<file path="config.mk">
export PLATFORM = sky130hd
export DESIGN_NAME = compact_timer_unit
export DESIGN_NICKNAME = d
export VERILOG_FILES = /design/src/compact_timer_pkg.sv /design/src/core_link_if.sv /design/src/compact_timer_unit.sv /design/src/count_compare_core.sv
export SDC_FILE = /design/constraint.sdc
export NUM_CORES = 1
export LEC_CHECK = 0
export ABC_AREA = 1
export BUFFER_PORTS_ARGS = -buffer_cell sky130_fd_sc_hd__buf_2
export CAP_MARGIN = 20
export CORE_MARGIN = 4
export CORE_UTILIZATION = 55
export CTS_CLUSTER_DIAMETER = 40
export DETAILED_ROUTE_END_ITERATION = 6
export PLACE_DENSITY = 0.8
export SLEW_MARGIN = 10
export SYNTH_ARGS = -nofsm -noshare
export SYNTH_HDL_FRONTEND = slang
export SYNTH_HIERARCHICAL = 1
export SYNTH_SLANG_ARGS = --single-unit
</file>
<file path="constraint.sdc">
create_clock -name hclk -period 7.65 [get_ports hclk]
set_input_delay 0.765 -clock hclk [delete_from_list [all_inputs] [get_ports hclk]]
set_output_delay 0.765 -clock hclk [all_outputs]
set_load 0.01 [all_outputs]
</file>
<file path="src/compact_timer_pkg.sv">
/*
  Shared constants for the compact 10-bit timer: register offsets, field
  positions, reset values, mode and pin-action codes, and the period helper.
  Assumes a 32-bit AHB-Lite bus with one register per aligned word.
*/
`default_nettype none

package compact_timer_pkg;

  // ****************************************
  // widths and counter limits
  // ****************************************
  localparam int CNT_W = 10;
  localparam int RP_W = 3;
  localparam int DEC_W = 12;
  localparam logic [9:0] CNT_MAX = 10'h3FF;
  localparam logic [10:0] PERIOD_FULL = 11'h400;

  // ****************************************
  // register byte offsets
  // ****************************************
  localparam logic [11:0] OFF_RUN_CTRL = 12'h000;
  localparam logic [11:0] OFF_MODE_CTRL = 12'h004;
  localparam logic [11:0] OFF_COUNT = 12'h008;
  localparam logic [11:0] OFF_CMP_A = 12'h00C;
  localparam logic [11:0] OFF_FLAGS = 12'h010;

  // ****************************************
  // field positions and reset values
  // ****************************************
  localparam int PAUSE_BIT = 7;
  localparam int CLK_LSB = 4;
  localparam int ON_BIT = 3;
  localparam int RP_LSB = 0;
  localparam int MODE_LSB = 6;
  localparam int IO_LSB = 4;
  localparam int OC_BIT = 3;
  localparam int POL_BIT = 2;
  localparam int DPX_BIT = 1;
  localparam int CCLR_BIT = 0;
  localparam int FLAG_A_BIT = 0;
  localparam int FLAG_P_BIT = 1;
  localparam logic [7:0] RUN_CTRL_RST = 8'h00;
  localparam logic [7:0] MODE_CTRL_RST = 8'h00;
  localparam logic [9:0] CMP_A_RST = 10'h000;
  localparam logic [2:0] HSIZE_WORD = 3'h2;

  // ****************************************
  // mode, pin action and clock select codes
  // ****************************************
  localparam logic [1:0] MODE_CMP = 2'h0;
  localparam logic [1:0] MODE_PWM = 2'h2;
  localparam logic [1:0] MODE_TMR = 2'h3;
  localparam logic [1:0] IO_HOLD = 2'h0;
  localparam logic [1:0] IO_LOW = 2'h1;
  localparam logic [1:0] IO_HIGH = 2'h2;
  localparam logic [1:0] IO_TOGGLE = 2'h3;
  localparam logic [2:0] CLK_DIV4 = 3'h0;
  localparam logic [2:0] CLK_DIV1 = 3'h1;
  localparam logic [2:0] CLK_DIV16 = 3'h2;
  localparam logic [2:0] CLK_DIV64 = 3'h3;
  localparam logic [2:0] CLK_SLOW0 = 3'h4;
  localparam logic [2:0] CLK_SLOW1 = 3'h5;
  localparam logic [2:0] CLK_EXT_RISE = 3'h6;
  localparam logic [2:0] CLK_EXT_FALL = 3'h7;

  // 3-bit code in 128-clock steps, zero meaning the full 1024
  function automatic logic [10:0] period_code(input logic [2:0] rp);
    return (rp == 3'h0) ? PERIOD_FULL : {1'b0, rp, 7'h00};
  endfunction

endpackage

`default_nettype wire

</file>
<file path="src/core_link_if.sv">
/*
  Carrier between the register side of the timer and its counting core.
  Assumes both ends run on the same bus clock.
*/
`timescale 1ns/1ps
`default_nettype none

interface core_link_if;
  logic [1:0] mode_sel;
  logic clear_source;
  logic duty_period_swap;
  logic counter_on;
  logic pause;
  logic [2:0] clk_sel;
  logic [9:0] compare_a_value;
  logic [2:0] compare_p_value;
  logic ext_rise;
  logic ext_fall;
  logic [9:0] count;
  logic match_a;
  logic match_p;
  logic pwm_active;
  logic on_rise;

  modport core (input mode_sel, clear_source, duty_period_swap, counter_on, pause, clk_sel,
    compare_a_value, compare_p_value, ext_rise, ext_fall,
    output count, match_a, match_p, pwm_active, on_rise);
  modport ctrl (output mode_sel, clear_source, duty_period_swap, counter_on, pause, clk_sel,
    compare_a_value, compare_p_value, ext_rise, ext_fall,
    input count, match_a, match_p, pwm_active, on_rise);
endinterface

`default_nettype wire

</file>
<file path="src/compact_timer_unit.sv">
/*
  Compact 10-bit timer with compare-match output, PWM and timer modes,
  reached as an AHB-Lite slave. Holds the registers, the sticky match flags
  and the output pin logic; counting lives in count_compare_core.
  Assumes a single AHB-Lite master on hclk and an external count pin
  that is asynchronous to hclk.
*/
`timescale 1ns/1ps
`default_nettype none

module compact_timer_unit #(
  parameter int DEC_W = compact_timer_pkg::DEC_W
) (
  input wire logic hclk,
  input wire logic hresetn,
  input wire logic hsel,
  input wire logic [31:0] haddr,
  input wire logic [1:0] htrans,
  input wire logic hwrite,
  input wire logic [2:0] hsize,
  input wire logic [31:0] hwdata,
  input wire logic hready,
  output logic [31:0] hrdata,
  output logic hreadyout,
  output logic hresp,
  input wire logic ext_count_pin,
  output logic timer_output_pin,
  output logic timer_output_pin_oe_n,
  output logic match_a_flag,
  output logic match_p_flag
);
  import compact_timer_pkg::*;

  // decode must at least reach the highest offset
  if (DEC_W < 5 || DEC_W > 12) begin : g_bad_dec
    $error("compact_timer_unit decode width must be 5 to 12 bits");
  end

  core_link_if lnk ();

  logic ext_meta_q;
  logic ext_sync_q;
  logic ext_prev_q;
  logic [7:0] run_ctrl_q;
  logic [7:0] timer_mode_output_control_q;
  logic [9:0] cmp_a_q;
  logic [1:0] flags_q;
  logic dph_valid_q;
  logic dph_write_q;
  logic [11:0] dph_addr_q;
  logic [31:0] rdata_q;
  logic pin_q;
  logic pin_out_q;
  logic oe_n_q;
  logic accept;
  logic wr_en;
  logic [11:0] aph_addr;
  logic [31:0] rd_word;
  logic [1:0] mode_sel;
  logic [1:0] pin_action;
  logic initial_level;
  logic output_invert;
  logic [1:0] flag_clr;
  logic level_d;
  logic drive_d;

  // ****************************************
  // external count pin synchroniser
  // ****************************************
  // first stage feeds the second only; edges come from later stages
  always_ff @(posedge hclk or negedge hresetn) begin
    if (!hresetn) begin
      ext_meta_q <= 1'b0;
      ext_sync_q <= 1'b0;
      ext_prev_q <= 1'b0;
    end else begin
      ext_meta_q <= ext_count_pin;
      ext_sync_q <= ext_meta_q;
      ext_prev_q <= ext_sync_q;
    end
  end

  // ****************************************
  // control field unpacking
  // ****************************************
  assign mode_sel = timer_mode_output_control_q[MODE_LSB +: 2];
  assign pin_action = timer_mode_output_control_q[IO_LSB +: 2];
  assign initial_level = timer_mode_output_control_q[OC_BIT];
  assign output_invert = timer_mode_output_control_q[POL_BIT];

  // core hookup
  assign lnk.mode_sel = mode_sel;
  assign lnk.clear_source = timer_mode_output_control_q[CCLR_BIT];
  assign lnk.duty_period_swap = timer_mode_output_control_q[DPX_BIT];
  assign lnk.counter_on = run_ctrl_q[ON_BIT];
  assign lnk.pause = run_ctrl_q[PAUSE_BIT];
  assign lnk.clk_sel = run_ctrl_q[CLK_LSB +: 3];
  assign lnk.compare_a_value = cmp_a_q;
  assign lnk.compare_p_value = run_ctrl_q[RP_LSB +: 3];
  assign lnk.ext_rise = ext_sync_q & ~ext_prev_q;
  assign lnk.ext_fall = ~ext_sync_q & ext_prev_q;

  count_compare_core #(
    .CNT_W(CNT_W)
  ) u_core (
    .hclk(hclk),
    .hresetn(hresetn),
    .lnk(lnk)
  );

  // ****************************************
  // AHB-Lite slave: address and data phase
  // ****************************************
  // zero wait states, so the slave never stalls and always answers okay
  assign hreadyout = 1'b1;
  assign hresp = 1'b0;
  assign accept = hsel & htrans[1] & hready;
  assign aph_addr = 12'(haddr[DEC_W-1:0]);
  // only whole-word writes land; narrower ones are dropped quietly
  assign wr_en = dph_valid_q & dph_write_q;

  always_ff @(posedge hclk or negedge hresetn) begin
    if (!hresetn) begin
      dph_valid_q <= 1'b0;
      dph_write_q <= 1'b0;
      dph_addr_q <= 12'h000;
    end else begin
      dph_valid_q <= accept;
      if (accept) begin
        dph_write_q <= hwrite & (hsize == HSIZE_WORD);
        dph_addr_q <= aph_addr;
      end
    end
  end

  // read mux; unmapped offsets read as zero
  always_comb begin
    rd_word = 32'h0000_0000;
    unique case (aph_addr)
      OFF_RUN_CTRL: rd_word[7:0] = run_ctrl_q;
      OFF_MODE_CTRL: rd_word[7:0] = timer_mode_output_control_q;
      OFF_COUNT: rd_word[9:0] = lnk.count;
      OFF_CMP_A: rd_word[9:0] = cmp_a_q;
      OFF_FLAGS: rd_word[1:0] = flags_q;
      default: rd_word = 32'h0000_0000;
    endcase
  end

  // read data sampled at the address phase, presented in the data phase
  always_ff @(posedge hclk or negedge hresetn) begin
    if (!hresetn) begin
      rdata_q <= 32'h0000_0000;
    end else if (accept && !hwrite) begin
      rdata_q <= rd_word;
    end
  end
  assign hrdata = rdata_q;

  // ****************************************
  // software registers
  // ****************************************
  // pin action changes while running are taken as written; keeping
  // them static during pwm is left to software
  always_ff @(posedge hclk or negedge hresetn) begin
    if (!hresetn) begin
      run_ctrl_q <= RUN_CTRL_RST;
      timer_mode_output_control_q <= MODE_CTRL_RST;
      cmp_a_q <= CMP_A_RST;
    end else if (wr_en) begin
      if (dph_addr_q == OFF_RUN_CTRL) begin
        run_ctrl_q <= hwdata[7:0];
      end
      if (dph_addr_q == OFF_MODE_CTRL) begin
        timer_mode_output_control_q <= hwdata[7:0];
      end
      if (dph_addr_q == OFF_CMP_A) begin
        cmp_a_q <= hwdata[9:0];
      end
    end
  end

  // ****************************************
  // sticky match flags
  // ****************************************
  // write one to clear; a match in the same cycle wins so none is lost
  assign flag_clr = (wr_en && dph_addr_q == OFF_FLAGS) ? hwdata[1:0] : 2'h0;

  always_ff @(posedge hclk or negedge hresetn) begin
    if (!hresetn) begin
      flags_q <= 2'h0;
    end else begin
      flags_q[FLAG_A_BIT] <= lnk.match_a | (flags_q[FLAG_A_BIT] & ~flag_clr[FLAG_A_BIT]);
      flags_q[FLAG_P_BIT] <= lnk.match_p | (flags_q[FLAG_P_BIT] & ~flag_clr[FLAG_P_BIT]);
    end
  end
  assign match_a_flag = flags_q[FLAG_A_BIT];
  assign match_p_flag = flags_q[FLAG_P_BIT];

  // ****************************************
  // compare-mode pin state
  // ****************************************
  // only the start and A matches move the pin; a requested level equal to the
  // present one naturally leaves it unchanged
  always_ff @(posedge hclk or negedge hresetn) begin
    if (!hresetn) begin
      pin_q <= 1'b0;
    end else if (lnk.on_rise) begin
      pin_q <= initial_level;
    end else if (mode_sel == MODE_CMP && lnk.match_a) begin
      unique case (pin_action)
        IO_HOLD: pin_q <= pin_q;
        IO_LOW: pin_q <= 1'b0;
        IO_HIGH: pin_q <= 1'b1;
        IO_TOGGLE: pin_q <= ~pin_q;
      endcase
    end
  end

  // ****************************************
  // pin level selection
  // ****************************************
  // pwm active level is the initial-level bit; undefined action stays inactive
  always_comb begin
    level_d = 1'b0;
    drive_d = 1'b0;
    unique case (mode_sel)
      MODE_CMP: begin
        level_d = pin_q;
        drive_d = 1'b1;
      end
      MODE_PWM: begin
        drive_d = 1'b1;
        unique case (pin_action)
          IO_LOW: level_d = initial_level;
          IO_HIGH: level_d = lnk.pwm_active ? initial_level : ~initial_level;
          default: level_d = ~initial_level;
        endcase
      end
      default: begin
        level_d = 1'b0;
        drive_d = 1'b0;
      end
    endcase
  end

  // registered pin; timer mode and the unused mode code release it
  always_ff @(posedge hclk or negedge hresetn) begin
    if (!hresetn) begin
      pin_out_q <= 1'b0;
      oe_n_q <= 1'b1;
    end else begin
      pin_out_q <= drive_d & (level_d ^ output_invert);
      oe_n_q <= ~drive_d;
    end
  end
  assign timer_output_pin = pin_out_q;
  assign timer_output_pin_oe_n = oe_n_q;

  // ****************************************
  // checks
  // ****************************************
  a_flag_stays: assert property (@(posedge hclk) disable iff (!hresetn)
    (flags_q[FLAG_A_BIT] && !flag_clr[FLAG_A_BIT]) |=> flags_q[FLAG_A_BIT])
    else $error("a flag dropped without clear");
  a_set_wins: assert property (@(posedge hclk) disable iff (!hresetn)
    lnk.match_p |=> flags_q[FLAG_P_BIT]) else $error("p match lost");
  a_cmp_toggle: assert property (@(posedge hclk) disable iff (!hresetn)
    (mode_sel == MODE_CMP && pin_action == IO_TOGGLE && lnk.match_a && !lnk.on_rise)
    |=> (pin_q != $past(pin_q))) else $error("toggle missed");
  a_cmp_low_out: assert property (@(posedge hclk) disable iff (!hresetn)
    (mode_sel == MODE_CMP && pin_action == IO_LOW && lnk.match_a && !lnk.on_rise)
    ##1 (mode_sel == MODE_CMP && !output_invert) |=> !timer_output_pin)
    else $error("low action did not reach pin");
  a_init_level: assert property (@(posedge hclk) disable iff (!hresetn)
    lnk.on_rise |=> (pin_q == $past(initial_level))) else $error("initial level missed");
  a_timer_free: assert property (@(posedge hclk) disable iff (!hresetn)
    (mode_sel == MODE_TMR) |=> timer_output_pin_oe_n) else $error("pin driven in timer mode");
  a_pwm_forced: assert property (@(posedge hclk) disable iff (!hresetn)
    (mode_sel == MODE_PWM && pin_action == IO_LOW) |=>
    (timer_output_pin == ($past(initial_level) ^ $past(output_invert))))
    else $error("forced active level wrong");
  a_p_no_pin: assert property (@(posedge hclk) disable iff (!hresetn)
    (mode_sel == MODE_CMP && lnk.match_p && !lnk.match_a && !lnk.on_rise)
    |=> $stable(pin_q)) else $error("p match moved pin");

endmodule // compact_timer_unit

`default_nettype wire

</file>
<file path="src/count_compare_core.sv">
/*
  Counting core: prescaler, 10-bit up counter, both comparators, clear
  selection and the PWM active window. Match outputs are one-cycle pulses.
  Assumes control fields come from registers on the same clock.
*/
`timescale 1ns/1ps
`default_nettype none

module count_compare_core #(
  parameter int CNT_W = compact_timer_pkg::CNT_W
) (
  input wire logic hclk,
  input wire logic hresetn,
  core_link_if.core lnk
);
  import compact_timer_pkg::*;

  logic [7:0] div_q;
  logic on_prev_q;
  logic [9:0] cnt_q;
  logic tick;
  logic run;
  logic pwm;
  logic [10:0] cnt_next;
  logic [10:0] rp_val;
  logic [10:0] period_val;
  logic [10:0] duty_val;
  logic hit_a;
  logic hit_p;
  logic clr;

  // the comparator layout is fixed to a 10-bit counter
  if (CNT_W != 10) begin : g_bad_width
    $error("count_compare_core supports only a 10-bit counter");
  end

  // ****************************************
  // prescaler and tick selection
  // ****************************************
  // free-running divider; slow taps stand in for the sub clock
  always_ff @(posedge hclk or negedge hresetn) begin
    if (!hresetn) begin
      div_q <= 8'h00;
    end else begin
      div_q <= div_q + 8'h01;
    end
  end

  always_comb begin
    unique case (lnk.clk_sel)
      CLK_DIV4: tick = &div_q[1:0];
      CLK_DIV1: tick = 1'b1;
      CLK_DIV16: tick = &div_q[3:0];
      CLK_DIV64: tick = &div_q[5:0];
      CLK_SLOW0, CLK_SLOW1: tick = &div_q;
      CLK_EXT_RISE: tick = lnk.ext_rise;
      CLK_EXT_FALL: tick = lnk.ext_fall;
    endcase
  end

  // ****************************************
  // compare and clear decisions
  // ****************************************
  assign lnk.on_rise = lnk.counter_on & ~on_prev_q;
  assign run = tick & lnk.counter_on & ~lnk.pause & ~lnk.on_rise;
  assign pwm = (lnk.mode_sel == MODE_PWM);
  assign cnt_next = {1'b0, cnt_q} + 11'h001;
  // P sees only the top three bits, so its match points are 128-clock steps
  assign rp_val = period_code(lnk.compare_p_value);
  assign hit_a = (cnt_next == {1'b0, lnk.compare_a_value});
  assign hit_p = (cnt_next == rp_val);
  // a zero A period in swapped PWM falls back to the full count
  assign period_val = lnk.duty_period_swap ?
    ((lnk.compare_a_value == 10'h000) ? PERIOD_FULL : {1'b0, lnk.compare_a_value}) : rp_val;
  assign duty_val = lnk.duty_period_swap ? rp_val : {1'b0, lnk.compare_a_value};
  // pwm ignores the clear source; the period register alone clears
  assign clr = pwm ? (cnt_next == period_val) :
    (lnk.clear_source ? hit_a : hit_p);
  assign lnk.match_a = run & hit_a;
  assign lnk.match_p = run & hit_p & (pwm | ~lnk.clear_source);
  // duty at or above period keeps the window open all period, even if a
  // residual count above the period is left over from a shorter setting
  assign lnk.pwm_active = (duty_val >= period_val) | ({1'b0, cnt_q} < duty_val);
  assign lnk.count = cnt_q;

  // ****************************************
  // counter
  // ****************************************
  // counting goes on whatever the pin action; overflow wraps by width
  always_ff @(posedge hclk or negedge hresetn) begin
    if (!hresetn) begin
      on_prev_q <= 1'b0;
      cnt_q <= 10'h000;
    end else begin
      on_prev_q <= lnk.counter_on;
      if (lnk.on_rise) begin
        cnt_q <= 10'h000;
      end else if (run) begin
        cnt_q <= clr ? 10'h000 : cnt_next[9:0];
      end
    end
  end

  a_no_p_flag: assert property (@(posedge hclk) disable iff (!hresetn)
    (!pwm && lnk.clear_source) |-> !lnk.match_p) else $error("p flag raised with A clear");
  a_on_clears: assert property (@(posedge hclk) disable iff (!hresetn)
    lnk.on_rise |=> (cnt_q == 10'h000)) else $error("counter not zeroed on start");
  a_off_holds: assert property (@(posedge hclk) disable iff (!hresetn)
    !lnk.counter_on |=> $stable(cnt_q)) else $error("counter moved while off");
  a_p_clear: assert property (@(posedge hclk) disable iff (!hresetn)
    (!pwm && !lnk.clear_source && lnk.match_p) |=> (cnt_q == 10'h000))
    else $error("p match did not clear counter");
  a_full_duty: assert property (@(posedge hclk) disable iff (!hresetn)
    (pwm && duty_val >= period_val) |-> lnk.pwm_active) else $error("full duty broke");

endmodule // count_compare_core

`default_nettype wire

</file>
======== Word level (Yosys, flattened, before mapping) ========
Index checks and enable logic that the tools add are counted.
word-level totals
  output and inout bits ................... 38
  register bits ........................... 77
operators by class
  reduce and logical (&&, ||, !) cells .... 23
  $lt $le $gt $ge ......................... 2
  bitwise logic cells ..................... 32
  add/sub/neg operators ................... 2
  equality and inequality tests ........... 23
  multiplexer cells ....................... 21
operators by type and width
  operator                                        count
  2-to-1 mux 11 bit                               4
  == test 12 x 4 -> 1 bit, second input constant  3
  2-to-1 mux 10 bit                               3
  == test 12 x 3 -> 1 bit, second input constant  2
  == test 12 x 5 -> 1 bit, second input constant  2
  zero test 12 bit                                2
  one-hot mux 6 bit (4 select lines)              1
  == test 11 bit                                  2
  bitwise AND 1 bit                               16
  == test 3 bit, second input constant            4
  adder 10 x 1 -> 11 bit, second input constant   1
  == test 11 x 10 -> 1 bit                        1
  greater-or-equal comparator 11 bit              1
  < comparator 10 x 11 -> 1 bit                   1
  inverter 1 bit                                  11
  zero test 10 bit                                1
  one-hot mux 2 bit (5 select lines)              1
  AND reduction 2 bit                             5
  == test 3 x 2 -> 1 bit, second input constant   3
  adder 8 x 1 -> 8 bit, second input constant     1
  AND reduction 8 bit                             1
  one-hot mux 1 bit (7 select lines)              1
  == test 2 bit, second input constant            3
  zero test 3 bit                                 2
  other kinds (17)                                31

======== Logic depth before layout (Yosys ltp) ========
Gate-level depths: netlist of the first run.
  word-level depth ........................ 10
  gate-level depth with buffers ........... 19
  gate-level depth less buffers ........... 17

======== Modules after synthesis ========
Netlist of the first run, hierarchy kept.
modules (own cells, without submodules)
  module              sequential area each (um2)  area each (um2)  cells an instance  times used
  compact_timer_unit  1,452.6                     3,088.0          364                1
  count_compare_core  475.5                       2,197.1          353                1

======== Least setup slack after synthesis of the first run ========
Ideal clock, no wire load.
  kind .................................... flip-flop to flip-flop
  start ................................... reg timer_mode_output_control_q[1]
  end ..................................... reg pin_out_q (netlist: timer_output_pin)
  path slack .............................. 5,157 ps
  cell stages (with the launch flop) ...... 19
  data required time ...................... 7,531 ps
  data arrival time ....................... 2,374 ps
  cell sequence ........................... dfrtp_1 -> buf_2 -> inv_1 -> clkbuf_1 -> nand2_1 -> ha_1 -> nand2_1 -> inv_1 -> nand4_1 -> o211ai_1 -> nand3_1 -> a21boi_0 -> o21ai_0 -> nand2_1 -> inv_1 -> o21bai_1 -> nand3_1 -> a21oi_1 -> nor2_1
between the ends
  cells in the longest elaborated chain, start to end .. 8
RTL lines
  element                                                                                     RTL line                                            RTL
  from (decl)                                                                                 compact_timer_unit.sv:45                            logic [7:0] timer_mode_output_control_q;
  from (signal assigned)                                                                      compact_timer_unit.sv:174                           timer_mode_output_control_q <= hwdata[7:0];
  2-to-1 mux 11 bit (on tied branches)                                                        count_compare_core.sv:75, count_compare_core.sv:73
  greater-or-equal comparator 11 bit / < comparator 10 x 11 -> 1 bit (equally long branches)  count_compare_core.sv:83                            assign lnk.pwm_active = (duty_val >= period_val) | ({1'b0, cnt_q} < duty_val);
  OR 1 bit *                                                                                  count_compare_core.sv:83
  named net lnk.pwm_active                                                                    core_link_if.sv:22                                  logic pwm_active;
  2-to-1 mux 1 bit *                                                                          compact_timer_unit.sv:235                           IO_HIGH: level_d = lnk.pwm_active ? initial_level : ~initial_level;
  one-hot mux 1 bit (2 select lines) *                                                        compact_timer_unit.sv:233                           unique case (pin_action)
  one-hot mux 1 bit (2 select lines) *                                                        compact_timer_unit.sv:226                           unique case (mode_sel)
  XOR 1 bit *                                                                                 compact_timer_unit.sv:252                           pin_out_q <= drive_d & (level_d ^ output_invert);
  bitwise AND 1 bit *                                                                         compact_timer_unit.sv:252
  to (signal assigned)                                                                        compact_timer_unit.sv:252
  to (decl)                                                                                   compact_timer_unit.sv:53                            logic pin_out_q;
Mark *: on every way through the listed nets, which the timed path passes. The rest lies on a longest branch.
A chain may end at the register's enable or synchronous reset.

======== Worst setup path in the final report of the first run ========
Same ends and word-level chain as after synthesis.

==> impl_metrics.ini, run 1 <==
[status]
status = completed

[place]
place.port_buffers = 45
hpwl_mm = 9.75
globalplace.congestion = 0.921

[worst_setup_path]
r2r_cells = 16
cp.required_ns = 7.93
startpoint_type = flop
endpoint_kind = flop
r2r_end = timer_output_pin
critical_path_class = reg -> reg
worstPathArrival_ns = 3.51
cp_max_fo = 21
r2r_slack_ns = 4.42
timing.rr.start = timer_mode_output_control_q[1]

[routing]
dr.pass1.iters = 5
wl_mm = 12.8
drc = 0
ant_nets = 0
drt_iter0_drc = 312
routedWlPerCell_um = 14.3
vias = 4796
via_per_inst = 5.38

[clock_network]
cts_root_buffer = clkbuf_8
cts_hold_buf = 0
clkSinkCount = 77
cts_buffer_depth = 2
numCtsBuffers = 9
cts_resized = 0
post_cts_buffers = 0
cts_tree = done
cts_max_level = 3
clk_latency_ns = 0.37
clk_pin_slew_worst_paths_ns = 0.10

[timing]
slew-limit-headroom_pct = 36.2
rsz0062_at_grt = no
setup_viol = 0
fin_tns_setup_ns = 0
worst_pin_slew_ns = 0.956
slew_viol_final = 0
finalCriticalPeriod_ns = 3.23
finalClockSkew_ns = 0.00969
fmax_mhz = 310
fin_crit_sh_pct = 42.2
hold_viol_final = 0

[floorplanning]
initial_core_util_pct = 56.9
die_y_um = 106
coreArea_mm2 = 0.00928
die_w_um = 106
io_pins = 113
dieArea_mm2 = 0.0112
rows = 35

[synth]
syn_area_per_cell_um2 = 7.37
yosysWarningCount = 6
synth_area_leader_cell = dfrtp_1
syn-cell-area_mm2 = 0.00529
synth-seq-cells = 77
yosysMostFrequentCell = nand2_1
synth_ff_type = dfrtp_1
synth_area_leaders = dfrtp_1, nand2_1, nand3_1
ys_seq_area_share_pct = 36.5
ys_types = 45
synthCells = 717
ys_top_cells_by_count = nand2_1, nand3_1, inv_1
synth_top_area_share_pct = 36.0
synth_edf_count = 0
synth-async-reset-ratio_pct = 100

[power]
p_int_uw = 581
switching_share_pct = 29.9
p_per_area_mw_per_mm2 = 146
p_clk_share_pct = 36.6
p_switching_uw = 248
fin_total_pwr_uw = 830
power_frac_seq_pct = 53.1
ir_drop_mv = 0.111
power.static_leakage_nw = 3.13
power_frac_comb_pct = 10.3

[grt]
track_usage_pct = 23.7
antenna_found_initial = 0
gr-total-overflow = 0
grt_pass1_wl_mm = 21.4
grt_pass1_vias = 4530
grt_max_degree = 78

[flow_run]
cap_violations = 0

[finish]
syn_to_final_growth_pct = 7.27
diodes = 0
nFillCells = 854
num-nets-final = 852
drive_above_1_share_pct = 17.7

[min_path]
whs_endpoint = ext_sync_q
hold_path_depth = 0
hp-start = ext_meta_q
min_path_type = reg -> reg
power by group through the flow:
| stage | logic, mW | registers, mW | clock network (mW) |
|---|---|---|---|
| after global routing | 0.0979 | 0.443 | 0.322 |
| after global placement | 0.0824 | 0.448 | 0 |
| after CTS | 0.0865 | 0.440 | 0.309 |
| final | 0.0856 | 0.441 | 0.303 |
| after detailed placement | 0.0862 | 0.448 | 0 |
| after floorplan | 0.0624 | 0.446 | 0 |
area by class of cell:
cell class                      instances  area, um^2  area share (%)
Inverter                               81         304            5.36
Multi-Input combinational cell        543        2860            50.4
Timing Repair Buffer                   45         228            4.02
Clock inverter                          7        65.1            1.15
Clock buffer                            9         124            2.18
Tap cell                              129         161            2.85
Sequential cell                        77        1930            34.0
metal layers:
metal  GRT usage [%]  vias to the layer above  share of wire [%]
met5               0                        -                  0
met4            7.49                        0                1.8
met3            3.70                       19                5.0
met2            40.5                      131                 50
met1            31.0                     2297                 43
li1                -                     2349                  -
cells in the final DEF, fill, tap and decap left out, types with 8 or more instances in the layout:
master / instances
nor2_2: 14
nand3_1: 78
ha_1: 20
clkbuf_8: 9
o21ai_0: 37
nand2_1: 204
inv_1: 77
buf_2: 44
nor2_4: 8
dfrtp_1: 76
conb_1: 24
xor2_1: 10
nand2_2: 17
nor2_1: 60
o21ai_2: 16
a21oi_1: 10
worst max-delay path: stages (launching register included):
cell and delay [ns]:
dfrtp_1 0.75, inv_1 0.43, nand2_1 0.19, ha_1 0.25, a21oi_1 0.15, o21ai_0 0.10, nand4_1 0.08, o211ai_1 0.09
nand3_1 0.07, a21boi_0 0.07, o21ai_0 0.33, o21ai_0 0.17, nand2_1 0.08, nand3_1 0.09, nand3_1 0.08, nand2_1 0.05
nor2_1 0.14
worst max path at each step:
stage / startpoint / end
final: timer_mode_output_control_q[1] / timer_output_pin
after global routing: timer_mode_output_control_q[1] / timer_output_pin
after CTS: timer_mode_output_control_q[1] / timer_output_pin
after detailed placement: timer_mode_output_control_q[1] / timer_output_pin
after global placement: timer_mode_output_control_q[1] / timer_output_pin
after floorplan: timer_mode_output_control_q[1] / timer_output_pin
logic make-up after synthesis:
kind of cell               count (synthesis)  share of synthesized area [%]
AOI/OAI and AO/OA                         84                           10.2
xor gates and xnor gates                  11                           1.82
adders and majority gates                 20                           4.73
buffers and inverters                    119                           11.0
DFF                                       77                           36.5
other                                      2                          0.142
and+or+nand+nor                          404                           35.7
flip-flops by register name (all words and copies together) (netlist names), 2 cells and up:
register / cells
timer_mode_output_control_q: 8
flags_q: 2
u_core/lnk.count: 10
cmp_a_q: 10
run_ctrl_q: 8
hrdata: 10
dph_addr_q: 12
u_core/div_q: 8
per-stage QoR:
stage	hold slack, ns	utilization, %	area, um^2	worst slack (ns)	std cells
finish	0.371	61.1	5670	4.42	891
detailed placement	0.348	59.0	5480	4.49	875
global route	0.416	61.1	5670	4.03	891
floorplan	0.331	-	5370	5.16	739
CTS	0.382	61.1	5670	4.47	891
global placement	0.346	59.0	5480	4.55	875
Power figures use the tool's default switching activity.
==> inputs of run 2 (changes only) <==
==> constraint.sdc (replaced) <==
create_clock -name hclk -period 3.2 [get_ports hclk]
set_input_delay 0.32 -clock hclk [delete_from_list [all_inputs] [get_ports hclk]]
set_output_delay 0.32 -clock hclk [all_outputs]
set_load 0.01 [all_outputs]
==> impl_metrics.ini, run 2 (synthesized netlist as in run 1, its figures left out) <==
[finish]
diodes = 0
nFillCells = 860
utilization_pct = 61.7
regMostFlops = dph_addr_q
layout_commonest_cell = nand2_1
num-nets-final = 857
drive_above_1_share_pct = 18.4
layout_common_cells = nand2_1, nand3_1, inv_1, dfrtp_1, nor2_1
largest_register_ff_count = 12
syn_to_final_growth_pct = 8.36

[routing]
wl_mm = 12.9
ant_nets = 0
routedWlPerCell_um = 14.4
drc = 0
vias = 4739
drt_iter0_drc = 299
dr.pass1.iters = 5
via_per_inst = 5.29

[grt]
gr-total-overflow = 0
grt_pass1_vias = 4679
grt_max_degree = 78
grt_pass1_wl_mm = 21.9
antenna_found_initial = 0
track_usage_pct = 24.3

[clock_network]
cts_hold_buf = 0
cts_buffer_depth = 2
cts_max_level = 3
clkSinkCount = 77
clk_latency_ns = 0.37
cts_root_buffer = clkbuf_8
numCtsBuffers = 9
clk_pin_slew_worst_paths_ns = 0.08
cts_tree = done

[min_path]
min_path_type = in -> reg

[floorplanning]
initial_core_util_pct = 56.9
die_w_um = 106
rows = 35
die_y_um = 106
coreArea_mm2 = 0.00928
io_pins = 113
dieArea_mm2 = 0.0112

[place]
globalplace.congestion = 0.935
hpwl_mm = 9.91
place.port_buffers = 45

[worst_setup_path]
cp.required_ns = 3.45
cp_max_fo = 5
startpoint_type = flop
crit_slowest_cell = dfrtp_1
max_stage_delay_ns = 0.43
endpoint_kind = flop
crit_chain = nor2_1, nand4_1, o21ai_0, o21ai_0, ha_1, a21oi_1, o221ai_1, a21oi_1, o21ai_0, nand2_1, inv_1, o21bai_1, nand3_1, a21oi_1, nor2_1
worstPathArrival_ns = 3.15
critical_path_class = reg -> reg

[timing]
setup_viol = 0
rsz0062_at_grt = no
fmax_mhz = 344
slew-limit-headroom_pct = 37.6
fin_crit_sh_pct = 90.8
worst_pin_slew_ns = 0.935
finalClockSkew_ns = 0.0113
slew_viol_final = 0
hold_viol_final = 0
finalCriticalPeriod_ns = 2.91
fin_tns_setup_ns = 0

[power]
p_per_area_mw_per_mm2 = 353
fin_total_pwr_mw = 2.02
power.static_leakage_nw = 3.15
ir_drop_mv = 0.239

[flow_run]
cap_violations = 0

[status]
status = completed
run 2: changes by cell type in the layout (fill, tap and decap cells not counted):
cell / previous run / this run
buf_4: 1 / 6
bufinv_16: 0 / 1
clkinv_4: 1 / 2
clkinvlp_4: 0 / 1
inv_1: 77 / 76
inv_8: 3 / 1
run 2: final cells by class:
cell class / count / area (um^2) / share of cell area [%]
clock buffers: 9 / 124 / 2.16
clock inverters: 7 / 81.3 / 1.42
inverters: 81 / 308 / 5.37
repair buffers: 50 / 265 / 4.63
well taps: 129 / 161 / 2.82
flip-flops and latches: 77 / 1930 / 33.7
multi-input cells: 543 / 2860 / 49.9
run 2: final timing paths:
check | start | to | slack [ns] | cells past startpoint
setup / recovery | cmp_a_q[4] | timer_output_pin | 0.29 | 15
hold / removal | ext_count_pin | ext_meta_q | 0.06 | 1
setup reg to reg | cmp_a_q[4] | timer_output_pin | 0.29 | 15
hold reg to reg | ext_meta_q | ext_sync_q | 0.36 | 0
max in group asynchronous | hresetn | hrdata[9] | 2.50 | 1
min in group asynchronous | hresetn | u_core/div_q[0] | 0.11 | 1
run 2: routing by layer:
metal	vias up	global-route usage [%]	wire [um]
met1	2209	29.7	5350
met2	147	41.2	6270
met3	35	4.13	766
met4	0	12.2	489
met5	-	0	0
li1	2348	-	-
run 2: timing repair:
item | 4_1_cts | 5_1_grt
setup endpoints to repair | 0 | 1
setup buffers | 0 | 0
resized for setup | 0 | 1
run 2: per-stage QoR:
step | setup WS, ns | instance area [um^2] | std cells | hold WS [ns]
2_1_floorplan | 0.707 | 5370 | 739 | 0.0244
3_3_place_gp | 0.433 | 5520 | 880 | 0.345
3_5_place_dp | 0.342 | 5520 | 880 | 0.337
4_1_cts | 0.297 | 5720 | 896 | 0.0434
5_1_grt | 0.0394 | 5730 | 896 | 0.0356
6_report | 0.294 | 5730 | 896 | 0.0586
run 2: critical path, delay by kind of cell (launching register included):
| family | cells | cell delay, ns |
|---|---|---|
| buffers and inverters | 1 | 0.05 |
| flip-flops | 1 | 0.43 |
| AO/OA/AOI/OAI | 8 | 1.30 |
| adder cells (fa/ha/maj) | 1 | 0.35 |
| AND/OR/NAND/NOR | 5 | 0.66 |
run 2: where the power goes:
group / internal [mW] / switching, mW / leakage (nW)
Clock: 0.372 / 0.394 / 0.106
Combinational: 0.0691 / 0.136 / 2.17
Sequential: 1.02 / 0.0339 / 0.869
Total: 1.46 / 0.565 / 3.15
